### src/hdl/dio_map.svh
`ifndef DIO_MAP_SVH
`define DIO_MAP_SVH
// object indices
`define DIO_IDX_AOUT2 16'h20E0
`define DIO_IDX_DOUT 16'h20F0
`define DIO_IDX_STATUS 16'h2100
`define DIO_IDX_FREQ 16'h2110
`define DIO_IDX_CURR 16'h2120
// subindices
`define DIO_SUB_COUNT 8'h00
`define DIO_SUB_VALUE 8'h01
`define DIO_SUB_ADDR 8'h02
`define DIO_ENTRY_COUNT 16'h0002
// linked drive register addresses
`define DIO_REG_AOUT2 16'h0008
`define DIO_REG_DOUT 16'h0009
`define DIO_REG_STATUS 16'h00FC
`define DIO_REG_FREQ 16'h0041
`define DIO_REG_CURR 16'h00FB
// reset values
`define DIO_AOUT2_RST 16'h0000
`define DIO_DOUT_RST 16'h0000
// frequency unit codes
`define DIO_UNIT_HZ 2'h0
`define DIO_UNIT_PCT 2'h1
`define DIO_UNIT_RPM 2'h2
`define DIO_UNIT_USER 2'h3
// scaling factors
`define DIO_PCT_FULL 32'h0000_2710
`define DIO_RPM_NUM 32'h0000_0078
`define DIO_RPM_DEN 16'h0064
// timing
`define DIO_CLK_PERIOD_NS 100
`define DIO_REFRESH_TIME_NS 2000000
`endif

### src/hdl/dio_pkg.sv
package dio_pkg;
  typedef struct packed {
    logic wr;
    logic [15:0] index;
    logic [7:0] subidx;
    logic [15:0] wdata;
  } dio_req_s;
  typedef struct packed {
    logic zero_servo_end;
    logic motor2_sel;
    logic dout3_on;
    logic dout2_on;
    logic dout1_on;
    logic network_control_flag;
    logic power_loss;
    logic op_error;
    logic fault;
    logic alarm;
    logic ready;
    logic speed_agree;
    logic fault_reset_in;
    logic reverse;
    logic zero_speed;
    logic running;
  } dio_stat_s;
  typedef enum logic [0:0] {
    DIO_SC_IDLE,
    DIO_SC_DIV
  } dio_sc_e;
endpackage

### src/hdl/dio_objects.sv
// Functional notes
// (RULE1) second analog output value is read/write; address subindex reads 0x0008.
// (RULE2) digital output value is read/write; address subindex reads 0x0009.
// (RULE3) status word is read-only, refreshed every 2 ms, unfiltered.
// (RULE4) bit0 running, bit1 zero speed, bit2 reverse rotation.
// (RULE5) bits 3..9: fault reset, speed agree, ready, alarm, fault, op error, power loss.
// (RULE6) bit A network control, B..D digital outputs, E motor 2, F zero-servo end.
// (RULE7) status address subindex reads drive register 0x00FC.
// (RULE8) output frequency read-only 16-bit; address subindex reads 0x0041.
// (RULE9) frequency scaled by unit code: Hz, percent, rpm, user scale.
// (RULE10) output current read-only 16-bit, monitor resolution; address reads 0x00FB.
// (RULE11) all sixteen status bits update together as one word.
`timescale 1ns/10ps
`include "dio_map.svh"
module dio_objects
  import dio_pkg::*;
#(
  parameter int REFRESH_CYCLES = `DIO_REFRESH_TIME_NS / `DIO_CLK_PERIOD_NS
) (
  // clock and reset
  input wire logic clk,
  input wire logic resetn,
  // object access from the fieldbus side
  input wire logic obj_valid,
  input wire dio_req_s obj_req,
  output logic obj_ack,
  output logic obj_err,
  output logic [15:0] obj_rdata,
  // drive monitor inputs
  input wire dio_stat_s drive_status,
  input wire logic [15:0] frequency_monitor_param,
  input wire logic [15:0] current_monitor_param,
  // drive settings
  input wire logic [1:0] frequency_unit_select,
  input wire logic [15:0] maximum_frequency_param,
  input wire logic [7:0] motor_poles,
  input wire logic [15:0] user_scale,
  // drive outputs
  output logic [15:0] second_analog_out,
  output logic [15:0] digital_output_value,
  output logic refresh_tick
);
  localparam int CW = $clog2(REFRESH_CYCLES + 1);

  logic [CW-1:0] tick_cnt_r, tick_cnt_nxt;
  logic tick_r, tick_nxt;
  logic [15:0] status_r, status_nxt;
  logic [15:0] curr_r, curr_nxt;
  logic [15:0] freq_r, freq_nxt;
  logic [15:0] aout_r, aout_nxt;
  logic [15:0] dout_r, dout_nxt;
  logic ack_r, ack_nxt;
  logic err_r, err_nxt;
  logic [15:0] rdata_r, rdata_nxt;
  logic sc_done;
  logic [15:0] sc_result;
  logic idx_known;

  ////////////////////////////////////////////////////////////////////////
  // refresh divider
  always_comb begin
    tick_nxt = 1'b0;
    tick_cnt_nxt = tick_cnt_r + CW'(1);
    if (tick_cnt_r == CW'(REFRESH_CYCLES - 1)) begin
      tick_cnt_nxt = '0;
      tick_nxt = 1'b1; // see (RULE3)
    end
  end

  always_ff @(posedge clk or negedge resetn) begin
    if (!resetn) begin
      tick_cnt_r <= '0;
      tick_r <= 1'b0;
    end else begin
      tick_cnt_r <= tick_cnt_nxt;
      tick_r <= tick_nxt;
    end
  end

  ////////////////////////////////////////////////////////////////////////
  // monitor snapshots
  dio_scale u_scale (
    .clk(clk),
    .resetn(resetn),
    .start(tick_r),
    .unit_sel(frequency_unit_select),
    .raw(frequency_monitor_param),
    .max_freq(maximum_frequency_param),
    .poles(motor_poles),
    .user_scale(user_scale),
    .done(sc_done),
    .result(sc_result)
  );

  always_comb begin
    status_nxt = status_r;
    curr_nxt = curr_r;
    freq_nxt = freq_r;
    if (tick_r) begin
      // whole word captured in one edge, bits straight through
      status_nxt = drive_status; // see (RULE3) see (RULE4) see (RULE5) see (RULE6) see (RULE11)
      curr_nxt = current_monitor_param; // see (RULE10)
    end
    if (sc_done) begin
      freq_nxt = sc_result; // see (RULE8) see (RULE9)
    end
  end

  always_ff @(posedge clk or negedge resetn) begin
    if (!resetn) begin
      status_r <= 16'h0000;
      curr_r <= 16'h0000;
      freq_r <= 16'h0000;
    end else begin
      status_r <= status_nxt;
      curr_r <= curr_nxt;
      freq_r <= freq_nxt;
    end
  end

  ////////////////////////////////////////////////////////////////////////
  // index decode
  always_comb begin
    idx_known = 1'b0;
    case (obj_req.index)
      `DIO_IDX_AOUT2: begin
        idx_known = 1'b1; // see (RULE1)
      end
      `DIO_IDX_DOUT: begin
        idx_known = 1'b1; // see (RULE2)
      end
      `DIO_IDX_STATUS: begin
        idx_known = 1'b1; // see (RULE3)
      end
      `DIO_IDX_FREQ: begin
        idx_known = 1'b1; // see (RULE8)
      end
      `DIO_IDX_CURR: begin
        idx_known = 1'b1; // see (RULE10)
      end
      default: begin
        idx_known = 1'b0;
      end
    endcase
  end

  ////////////////////////////////////////////////////////////////////////
  // object access
  always_comb begin
    aout_nxt = aout_r;
    dout_nxt = dout_r;
    ack_nxt = obj_valid;
    err_nxt = 1'b0;
    rdata_nxt = 16'h0000;
    if (obj_valid) begin
      if (obj_req.subidx == `DIO_SUB_COUNT) begin
        rdata_nxt = `DIO_ENTRY_COUNT;
        // entry count only for objects that exist
        err_nxt = obj_req.wr | ~idx_known;
      end else if (obj_req.subidx == `DIO_SUB_VALUE) begin
        case (obj_req.index)
          `DIO_IDX_AOUT2: begin
            rdata_nxt = aout_r;
            if (obj_req.wr) begin
              aout_nxt = obj_req.wdata; // see (RULE1)
            end
          end
          `DIO_IDX_DOUT: begin
            rdata_nxt = dout_r;
            if (obj_req.wr) begin
              dout_nxt = obj_req.wdata; // see (RULE2)
            end
          end
          `DIO_IDX_STATUS: begin
            rdata_nxt = status_r; // see (RULE11)
            err_nxt = obj_req.wr; // see (RULE3)
          end
          `DIO_IDX_FREQ: begin
            rdata_nxt = freq_r;
            err_nxt = obj_req.wr; // see (RULE8)
          end
          `DIO_IDX_CURR: begin
            rdata_nxt = curr_r;
            err_nxt = obj_req.wr; // see (RULE10)
          end
          default: err_nxt = 1'b1;
        endcase
      end else if (obj_req.subidx == `DIO_SUB_ADDR) begin
        // address subindices are read-only
        err_nxt = obj_req.wr;
        case (obj_req.index)
          `DIO_IDX_AOUT2: rdata_nxt = `DIO_REG_AOUT2; // see (RULE1)
          `DIO_IDX_DOUT: rdata_nxt = `DIO_REG_DOUT; // see (RULE2)
          `DIO_IDX_STATUS: rdata_nxt = `DIO_REG_STATUS; // see (RULE7)
          `DIO_IDX_FREQ: rdata_nxt = `DIO_REG_FREQ; // see (RULE8)
          `DIO_IDX_CURR: rdata_nxt = `DIO_REG_CURR; // see (RULE10)
          default: err_nxt = 1'b1;
        endcase
      end else begin
        err_nxt = 1'b1;
      end
      if (err_nxt) begin
        rdata_nxt = 16'h0000;
      end
    end
  end

  always_ff @(posedge clk or negedge resetn) begin
    if (!resetn) begin
      aout_r <= `DIO_AOUT2_RST;
      dout_r <= `DIO_DOUT_RST;
      ack_r <= 1'b0;
      err_r <= 1'b0;
      rdata_r <= 16'h0000;
    end else begin
      aout_r <= aout_nxt;
      dout_r <= dout_nxt;
      ack_r <= ack_nxt;
      err_r <= err_nxt;
      rdata_r <= rdata_nxt;
    end
  end

  ////////////////////////////////////////////////////////////////////////
  // outputs straight from registers
  assign obj_ack = ack_r;
  assign obj_err = err_r;
  assign obj_rdata = rdata_r;
  assign second_analog_out = aout_r;
  assign digital_output_value = dout_r;
  assign refresh_tick = tick_r;
endmodule

### src/hdl/dio_scale.sv
`timescale 1ns/10ps
`include "dio_map.svh"
module dio_scale
  import dio_pkg::*;
(
  // clock and reset
  input wire logic clk,
  input wire logic resetn,
  // request
  input wire logic start,
  input wire logic [1:0] unit_sel,
  input wire logic [15:0] raw,
  input wire logic [15:0] max_freq,
  input wire logic [7:0] poles,
  input wire logic [15:0] user_scale,
  // result
  output logic done,
  output logic [15:0] result
);
  dio_sc_e state_r, state_nxt;
  logic [31:0] quo_r, quo_nxt;
  logic [32:0] rem_r, rem_nxt;
  logic [15:0] den_r, den_nxt;
  logic [5:0] cnt_r, cnt_nxt;
  logic done_r, done_nxt;
  logic [15:0] res_r, res_nxt;
  logic [32:0] trial;

  ////////////////////////////////////////////////////////////////////////
  always_comb begin
    state_nxt = state_r;
    quo_nxt = quo_r;
    rem_nxt = rem_r;
    den_nxt = den_r;
    cnt_nxt = cnt_r;
    done_nxt = 1'b0;
    res_nxt = res_r;
    trial = {rem_r[31:0], quo_r[31]} - {17'h0_0000, den_r};
    case (state_r)
      DIO_SC_IDLE: begin
        if (start) begin
          quo_nxt = 32'h0000_0000;
          rem_nxt = 33'h0_0000_0000;
          cnt_nxt = 6'h20;
          case (unit_sel) // see (RULE9)
            `DIO_UNIT_PCT: begin
              quo_nxt = 32'({16'h0000, raw} * `DIO_PCT_FULL);
              den_nxt = max_freq;
            end
            `DIO_UNIT_RPM: begin
              quo_nxt = 32'({16'h0000, raw} * `DIO_RPM_NUM);
              den_nxt = 16'({8'h00, poles} * `DIO_RPM_DEN);
            end
            `DIO_UNIT_USER: begin
              quo_nxt = 32'({16'h0000, raw} * {16'h0000, user_scale});
              den_nxt = max_freq;
            end
            default: begin
              den_nxt = 16'h0000;
            end
          endcase
          if (unit_sel == `DIO_UNIT_HZ) begin
            res_nxt = raw;
            done_nxt = 1'b1;
          end else if (den_nxt == 16'h0000) begin
            res_nxt = 16'hFFFF;
            done_nxt = 1'b1;
          end else begin
            state_nxt = DIO_SC_DIV;
          end
        end
      end
      DIO_SC_DIV: begin
        // one restoring step per cycle
        if (!trial[32]) begin
          rem_nxt = trial;
          quo_nxt = {quo_r[30:0], 1'b1};
        end else begin
          rem_nxt = {rem_r[31:0], quo_r[31]};
          quo_nxt = {quo_r[30:0], 1'b0};
        end
        cnt_nxt = cnt_r - 6'h01;
        if (cnt_r == 6'h01) begin
          res_nxt = (quo_nxt[31:16] != 16'h0000) ? 16'hFFFF : quo_nxt[15:0];
          done_nxt = 1'b1;
          state_nxt = DIO_SC_IDLE;
        end
      end
      default: state_nxt = DIO_SC_IDLE;
    endcase
  end

  always_ff @(posedge clk or negedge resetn) begin
    if (!resetn) begin
      state_r <= DIO_SC_IDLE;
      quo_r <= 32'h0000_0000;
      rem_r <= 33'h0_0000_0000;
      den_r <= 16'h0000;
      cnt_r <= 6'h00;
      done_r <= 1'b0;
      res_r <= 16'h0000;
    end else begin
      state_r <= state_nxt;
      quo_r <= quo_nxt;
      rem_r <= rem_nxt;
      den_r <= den_nxt;
      cnt_r <= cnt_nxt;
      done_r <= done_nxt;
      res_r <= res_nxt;
    end
  end

  assign done = done_r;
  assign result = res_r;
endmodule

### config.mk
export PLATFORM = sky130hd
export DESIGN_NAME = dio_objects
export DESIGN_NICKNAME = d
export VERILOG_FILES = /design/src/hdl/dio_pkg.sv /design/src/hdl/dio_objects.sv /design/src/hdl/dio_scale.sv
export VERILOG_INCLUDE_DIRS = /design/src /design/src/hdl
export SDC_FILE = /design/constraint.sdc
export NUM_CORES = 1
export LEC_CHECK = 0
export ABC_AREA = 1
export BUFFER_PORTS_ARGS = -buffer_cell sky130_fd_sc_hd__buf_2
export CAP_MARGIN = 20
export CORE_ASPECT_RATIO = 0.6
export CORE_UTILIZATION = 45
export DETAILED_ROUTE_END_ITERATION = 10
export GPL_ROUTABILITY_DRIVEN = 0
export PLACE_DENSITY_LB_ADDON = 0.05
export SYNTH_ARGS = -nofsm -noshare
export SYNTH_HDL_FRONTEND = slang
export SYNTH_SLANG_ARGS = --single-unit
### constraint.sdc
create_clock -name clk -period 6 [get_ports clk]
set_input_delay 0.9 -clock clk [delete_from_list [all_inputs] [get_ports clk]]
set_output_delay 0.9 -clock clk [all_outputs]
set_load 0.01 [all_outputs]
[After elaboration in Yosys (flattened, before gate mapping)]
Cells that the tools add are included.
Storage, ports and cells
  bits in registers: 218
  bits of input ports: 134
  output and inout bits: 51
  logic and storage cells: 101
Operators by class
  add/sub/neg operators: 3
  multiply operators: 4
  equal/unequal tests: 15
  multiplexer cells: 46
  bitwise gates (word level): 4
  reductions and logical operators: 12
Operators with widths (number)
  $mux W16: 11
  $mux W32: 4
  $pmux W32 S2: 2
  $pmux W32 S3: 1
  $eq A16 B14 Y1 const B: 5
  $pmux W16 S5: 1
  $pmux W16 S2: 2
  $pmux W8 S5: 1
  $sub A33 B16 Y33: 1
  $mul A16 B16 Y32: 1
  $mul A16 B10 Y26 const B: 1
  $mul A16 B4 Y20 const B: 1
  $mux W1: 17
  $logic_not A16 Y1: 1
  $reduce_bool A16 Y1: 1
  $add A15 B1 Y15 const B: 1
  $eq A15 B15 Y1 const B: 1
  $mux W15: 1
  $mul A8 B5 Y13 const B: 1
  $pmux W6 S2: 1
  $reduce_and A5 Y1: 2
  $eq A8 B1 Y1 const B: 1
  $eq A8 B2 Y1 const B: 1
  $logic_not A8 Y1: 1
  17 further kinds: 24

[Logic depth before layout (Yosys ltp)]
  depth after elaboration: 10
  depth in mapped cells: 30

[Hierarchy]
Synthesis repeated with hierarchy kept, for this count alone.
Unflattened totals
  cell total of the unflattened synthesis: 3650
  area total of the unflattened synthesis: 26332.8 um2
By module, submodules not included
  dio_scale: instances 1, cells an instance 3001, area each 20832.5 um2, seq. area each 2602.5 um2
  dio_objects: instances 1, cells an instance 649, area each 5500.3 um2, seq. area each 2852.7 um2

[Worst setup path after synthesis]
Ideal clock, no wire load.
  path kind: input to register
  start: input port frequency_monitor_param[5]
  end: register u_scale.quo_r[19]
  library setup time: 121 ps
  data arrival time: 6105 ps
  required time: 5879 ps
  slack: -226 ps
  stages: 24
  buffers on the path: 2
  cells stage by stage: clkbuf_1 -> clkbuf_1 -> nand2_1 -> fa_1 -> inv_1 -> fa_1 -> inv_1 -> fa_1 -> inv_1 -> fa_1 -> fa_1 -> inv_1 -> fa_1 -> inv_1 -> ha_1 -> a21oi_1 -> o21ai_0 -> a21oi_1 -> nand2_1 -> or2_2 -> nand3_1 -> nand3_1 -> nand2_1 -> nand2_1
Between the ends
  cells in the longest elaborated chain, start to end: 4
  elaborated cells between the ends (all ways): 6
RTL lines
  start, declared: line dio_objects.sv:31  | input wire logic [15:0] frequency_monitor_param,
  $mul A16 B16 Y32, or another cell as far along: line dio_scale.sv:55  | quo_nxt = 32'({16'h0000, raw} * {16'h0000, user_scale});
  $pmux W32 S3 *: line dio_scale.sv:45  | case (unit_sel)
  $mux W32 *: line dio_scale.sv:41  | if (start) begin
  $pmux W32 S2 *: line dio_scale.sv:39  | case (state_r)
  end signal, assigned: line dio_scale.sv:104  | quo_r <= quo_nxt;
  end, declared: line dio_scale.sv:21  | logic [31:0] quo_r, quo_nxt;
Every way passes the cells marked *; elsewhere a longest branch is shown, timed or not. The select of a mux whose other input is x is not followed.
A chain may end at the register's enable or synchronous reset.

[Worst setup path in the final report]
  start: input port user_scale[7]
  end: register u_scale.quo_r[19]
Between the ends
  cells in the longest elaborated chain, start to end: 4
RTL lines
  start, declared: line dio_objects.sv:37  | input wire logic [15:0] user_scale,
  $mul A16 B16 Y32: line dio_scale.sv:55
  $pmux W32 S3: line dio_scale.sv:45
  $mux W32: line dio_scale.sv:41
  $pmux W32 S2: line dio_scale.sv:39
Every way passes these cells. The select of a mux whose other input is x is not followed.

==> results.py <==
metrics = {
    "global_routing": {
        "grt_max_degree": 108,
        "grt-ovfl-total": 0,
        "antenna_found_initial": 2,
        "grt_use_total": 0.279,
        "grt_pass1_wl_mm": 130,
        "grt_pass1_vias": 23400,
    },
    "final_layout": {
        "final_util": 0.528,
        "area_growth_pct": 14.5,
        "multiInputGateArea_sq_um": 17300,
        "layout-drive-gt1-share": 0.129,
        "nNetsFinal": 4485,
        "fillers": 5518,
        "final-seq-area_sq_um": 5460,
    },
    "synthesis": {
        "ys_seq_area_frac": 0.210,
        "synth_seq_cells": 218,
        "synth_flop_cell": "dfrtp_1",
        "synth_edf_count": 0,
        "synth_cell_types": 53,
        "syn_nets": 4216,
        "syn_area_sq_um": 26000,
        "syn_area_per_cell_sq_um": 7.23,
        "syn_inst": 3593,
        "async_reset_ff_frac": 1.00,
        "yosysWarnings": 0,
    },
    "job": {
        "maxCapViolations": 0,
    },
    "route": {
        "routed_wirelength_mm": 81.0,
        "routed_via_density": 5.19,
        "vias": 24100,
        "drc_errors": 0,
        "first_pass_iters": 6,
        "dr.first_iter.drc_count": 2319,
        "ant_nets": 0,
        "wl_per_cell_microns": 17.5,
    },
    "worst_setup_path": {
        "start_kind": "input port",
        "crit_top_cell": "fa_1",
        "slowest_stage": "fa_1",
        "path_cells": "buf_2 > nand2_1 > fa_1 > inv_1 > fa_1 > fa_1 > fa_1 > fa_1 > inv_1 > fa_1 > inv_1 > ha_1 > a21oi_1 > buf_4 > o21ai_0 > a21oi_1 > nand2_2 > or2_2 > nand3_1 > nand3_1 > nand2_1 > nand2_1",
        "arrival_ns": 6.25,
        "required_ns": 6.42,
        "endpoint_kind": "flip-flop",
        "setup.worst_path.class": "input port to flip-flop",
        "cp_max_fo": 7,
        "crit_path_max_incr_delay_ns": 0.55,
    },
    "clock_network": {
        "cts-root-buf": "clkbuf_16",
        "insertion_delay_ns": 0.55,
        "h-tree-depth": 1,
        "cts.sinks": 218,
        "clkTransAtPathRegs_ns": 0.07,
        "cts_tree": "built",
        "hold_buffers": 0,
        "ctsLongestPathBuffers": 3,
        "numCtsBuffers": 22,
    },
    "sta": {
        "post-route-period-util": 0.972,
        "hold_violations": 0,
        "tightest_slew_ns": 1.03,
        "finalWorstSetupSlack_ns": 0.171,
        "skew_ns": 0.0257,
        "clock.fmax_mhz": 172,
        "slew_headroom": 0.309,
        "finalSetupViolations": 0,
        "rsz0062_at_grt": "yes",
        "maxSlewViolCount": 0,
        "period_needed_ns": 5.83,
        "tns_ns": 0,
    },
    "floorplan": {
        "start_util": 0.461,
        "dieArea_sq_um": 58800,
        "die_w_microns": 312,
        "rows": 67,
        "die_height_microns": 188,
        "core_area_sq_um": 56400,
        "io_pins": 185,
    },
    "power_and_ir_drop": {
        "power_density_nw_per_um2": 501,
        "ir_drop_mv": 0.739,
        "p_leak_nw": 16.9,
        "power_mw": 14.9,
    },
    "placement": {
        "hpwl_mm": 67.6,
        "place.port_buffers": 184,
        "pre_cts_slack_ns": -0.555,
    },
    "hold_path": {
        "hold_class": "input port to async pin",
    },
    "run_status": {
        "status": "finished clean",
    },
}
where the power goes:
part | total, mW | internal (mW) | switching, mW | leakage, nW
Combinational | 11.9 | 4.95 | 6.92 | 14.0
Clock | 1.58 | 0.925 | 0.653 | 0.388
Sequential | 1.47 | 1.47 | 0.000137 | 2.57
Total | 14.9 | 7.35 | 7.57 | 16.9
area by class of cell:
| type | count | area share |
|---|---|---|
| multi-input combinational | 2496 | 0.582 |
| sequential | 218 | 0.183 |
| inverter | 755 | 0.0952 |
| timing repair buffer | 369 | 0.0812 |
| tap | 759 | 0.0319 |
| clock buffer | 30 | 0.0202 |
| clock inverter | 10 | 0.00647 |
| antenna | 2 | 0.000168 |
registers in the layout, summed over array words and instances (netlist names), 6 cells and up:
name                  cells
freq_r                   16
curr_r                   16
second_analog_out        16
u_scale.cnt_r             6
u_scale.rem_r            32
u_scale.den_r            16
u_scale.quo_r            32
digital_output_value     16
tick_cnt_r               15
status_r                 16
obj_rdata                16
u_scale.result           16
final timing paths:
path	to	slack [ns]	startpoint	depth (start not counted)
min	tick_cnt_r[6]$_DFF_PN0_	0.43	resetn	1
max reg2reg	u_scale.result[0]$_DFFE_PN0P_	2.47	u_scale.quo_r[31]$_DFFE_PN0P_	16
min in group clk	tick_cnt_r[6]$_DFF_PN0_	0.47	tick_cnt_r[6]$_DFF_PN0_	1
max in group asynchronous	u_scale.rem_r[31]$_DFFE_PN0P_	4.21	resetn	2
min reg2reg	tick_cnt_r[6]$_DFF_PN0_	0.47	tick_cnt_r[6]$_DFF_PN0_	1
max	u_scale.quo_r[19]$_DFFE_PN0P_	0.17	user_scale[7]	22
routing by layer:
| metal | part of all wire | vias to the layer above | track usage |
|---|---|---|---|
| met3 | 0.11 | 71 | 0.0871 |
| met4 | 0.014 | 0 | 0.0377 |
| met1 | 0.51 | 11400 | 0.450 |
| met2 | 0.37 | 906 | 0.360 |
| met5 | 0 | - | 0 |
| li1 | - | 11700 | - |
timing repair:
item                                    CTS  global route
gates resized for setup                   1            48
endpoints found under the setup margin    1            17
pin swaps                                 0             6
setup buffers                             0             2
gates cloned                              0             0
critical path: cells and delay by family:
kind / cells / cell delay [ns]
adder cells (fa/ha/maj): 7 / 3.46
AND/OR/NAND/NOR: 7 / 0.85
buffers and inverters: 5 / 0.54
AO/OA/AOI/OAI: 3 / 0.49
cell usage after synthesis (13+ instances only):
| library cell | instances | share of area |
|---|---|---|
| nand2_1 | 1006 | 0.15 |
| inv_1 | 750 | 0.11 |
| fa_1 | 248 | 0.19 |
| ha_1 | 241 | 0.12 |
| nand3_1 | 229 | 0.044 |
| dfrtp_1 | 218 | 0.21 |
| o21ai_0 | 191 | 0.037 |
| nor2_1 | 166 | 0.024 |
| a21oi_1 | 125 | 0.024 |
| clkbuf_1 | 101 | 0.015 |
| nand4_1 | 41 | 0.0099 |
| nor3_1 | 30 | 0.0058 |
| o211ai_1 | 22 | 0.0064 |
| o22ai_1 | 20 | 0.0048 |
| nand3b_1 | 19 | 0.0055 |
| a22oi_1 | 15 | 0.0043 |
| or2_2 | 15 | 0.0036 |
| xor2_1 | 15 | 0.0051 |
| nor2_2 | 14 | 0.0034 |
| nor4_1 | 14 | 0.0034 |
| nand2_2 | 13 | 0.0031 |
cell families after synthesis:
family,synth area share
simple gates,0.256
fa+ha+maj,0.307
mux,0.000433
compound gates,0.0875
xor+xnor,0.00842
buf+inv,0.130
flops,0.210
per-stage QoR:
stage / cells / hold slack [ns] / area (sq um)
2_1_floorplan: 3593 / 0.437 / 26000
5_1_grt: 4637 / 0.486 / 29800
3_5_place_dp: 4595 / 0.457 / 28800
3_3_place_gp: 4595 / 0.459 / 28800
4_1_cts: 4635 / 0.459 / 29600
6_report: 4639 / 0.428 / 29800
placed cells by master (no fill, tap or decap), types with 41 or more instances in the layout:
cell,instances
o21ai_0,180
inv_1,750
nand3_1,228
a21oi_1,118
nor2_1,157
buf_2,179
nand4_1,41
buf_4,179
dfrtp_1,216
ha_1,237
fa_1,248
nand2_1,1003
(Power assumes the default switching activity.)
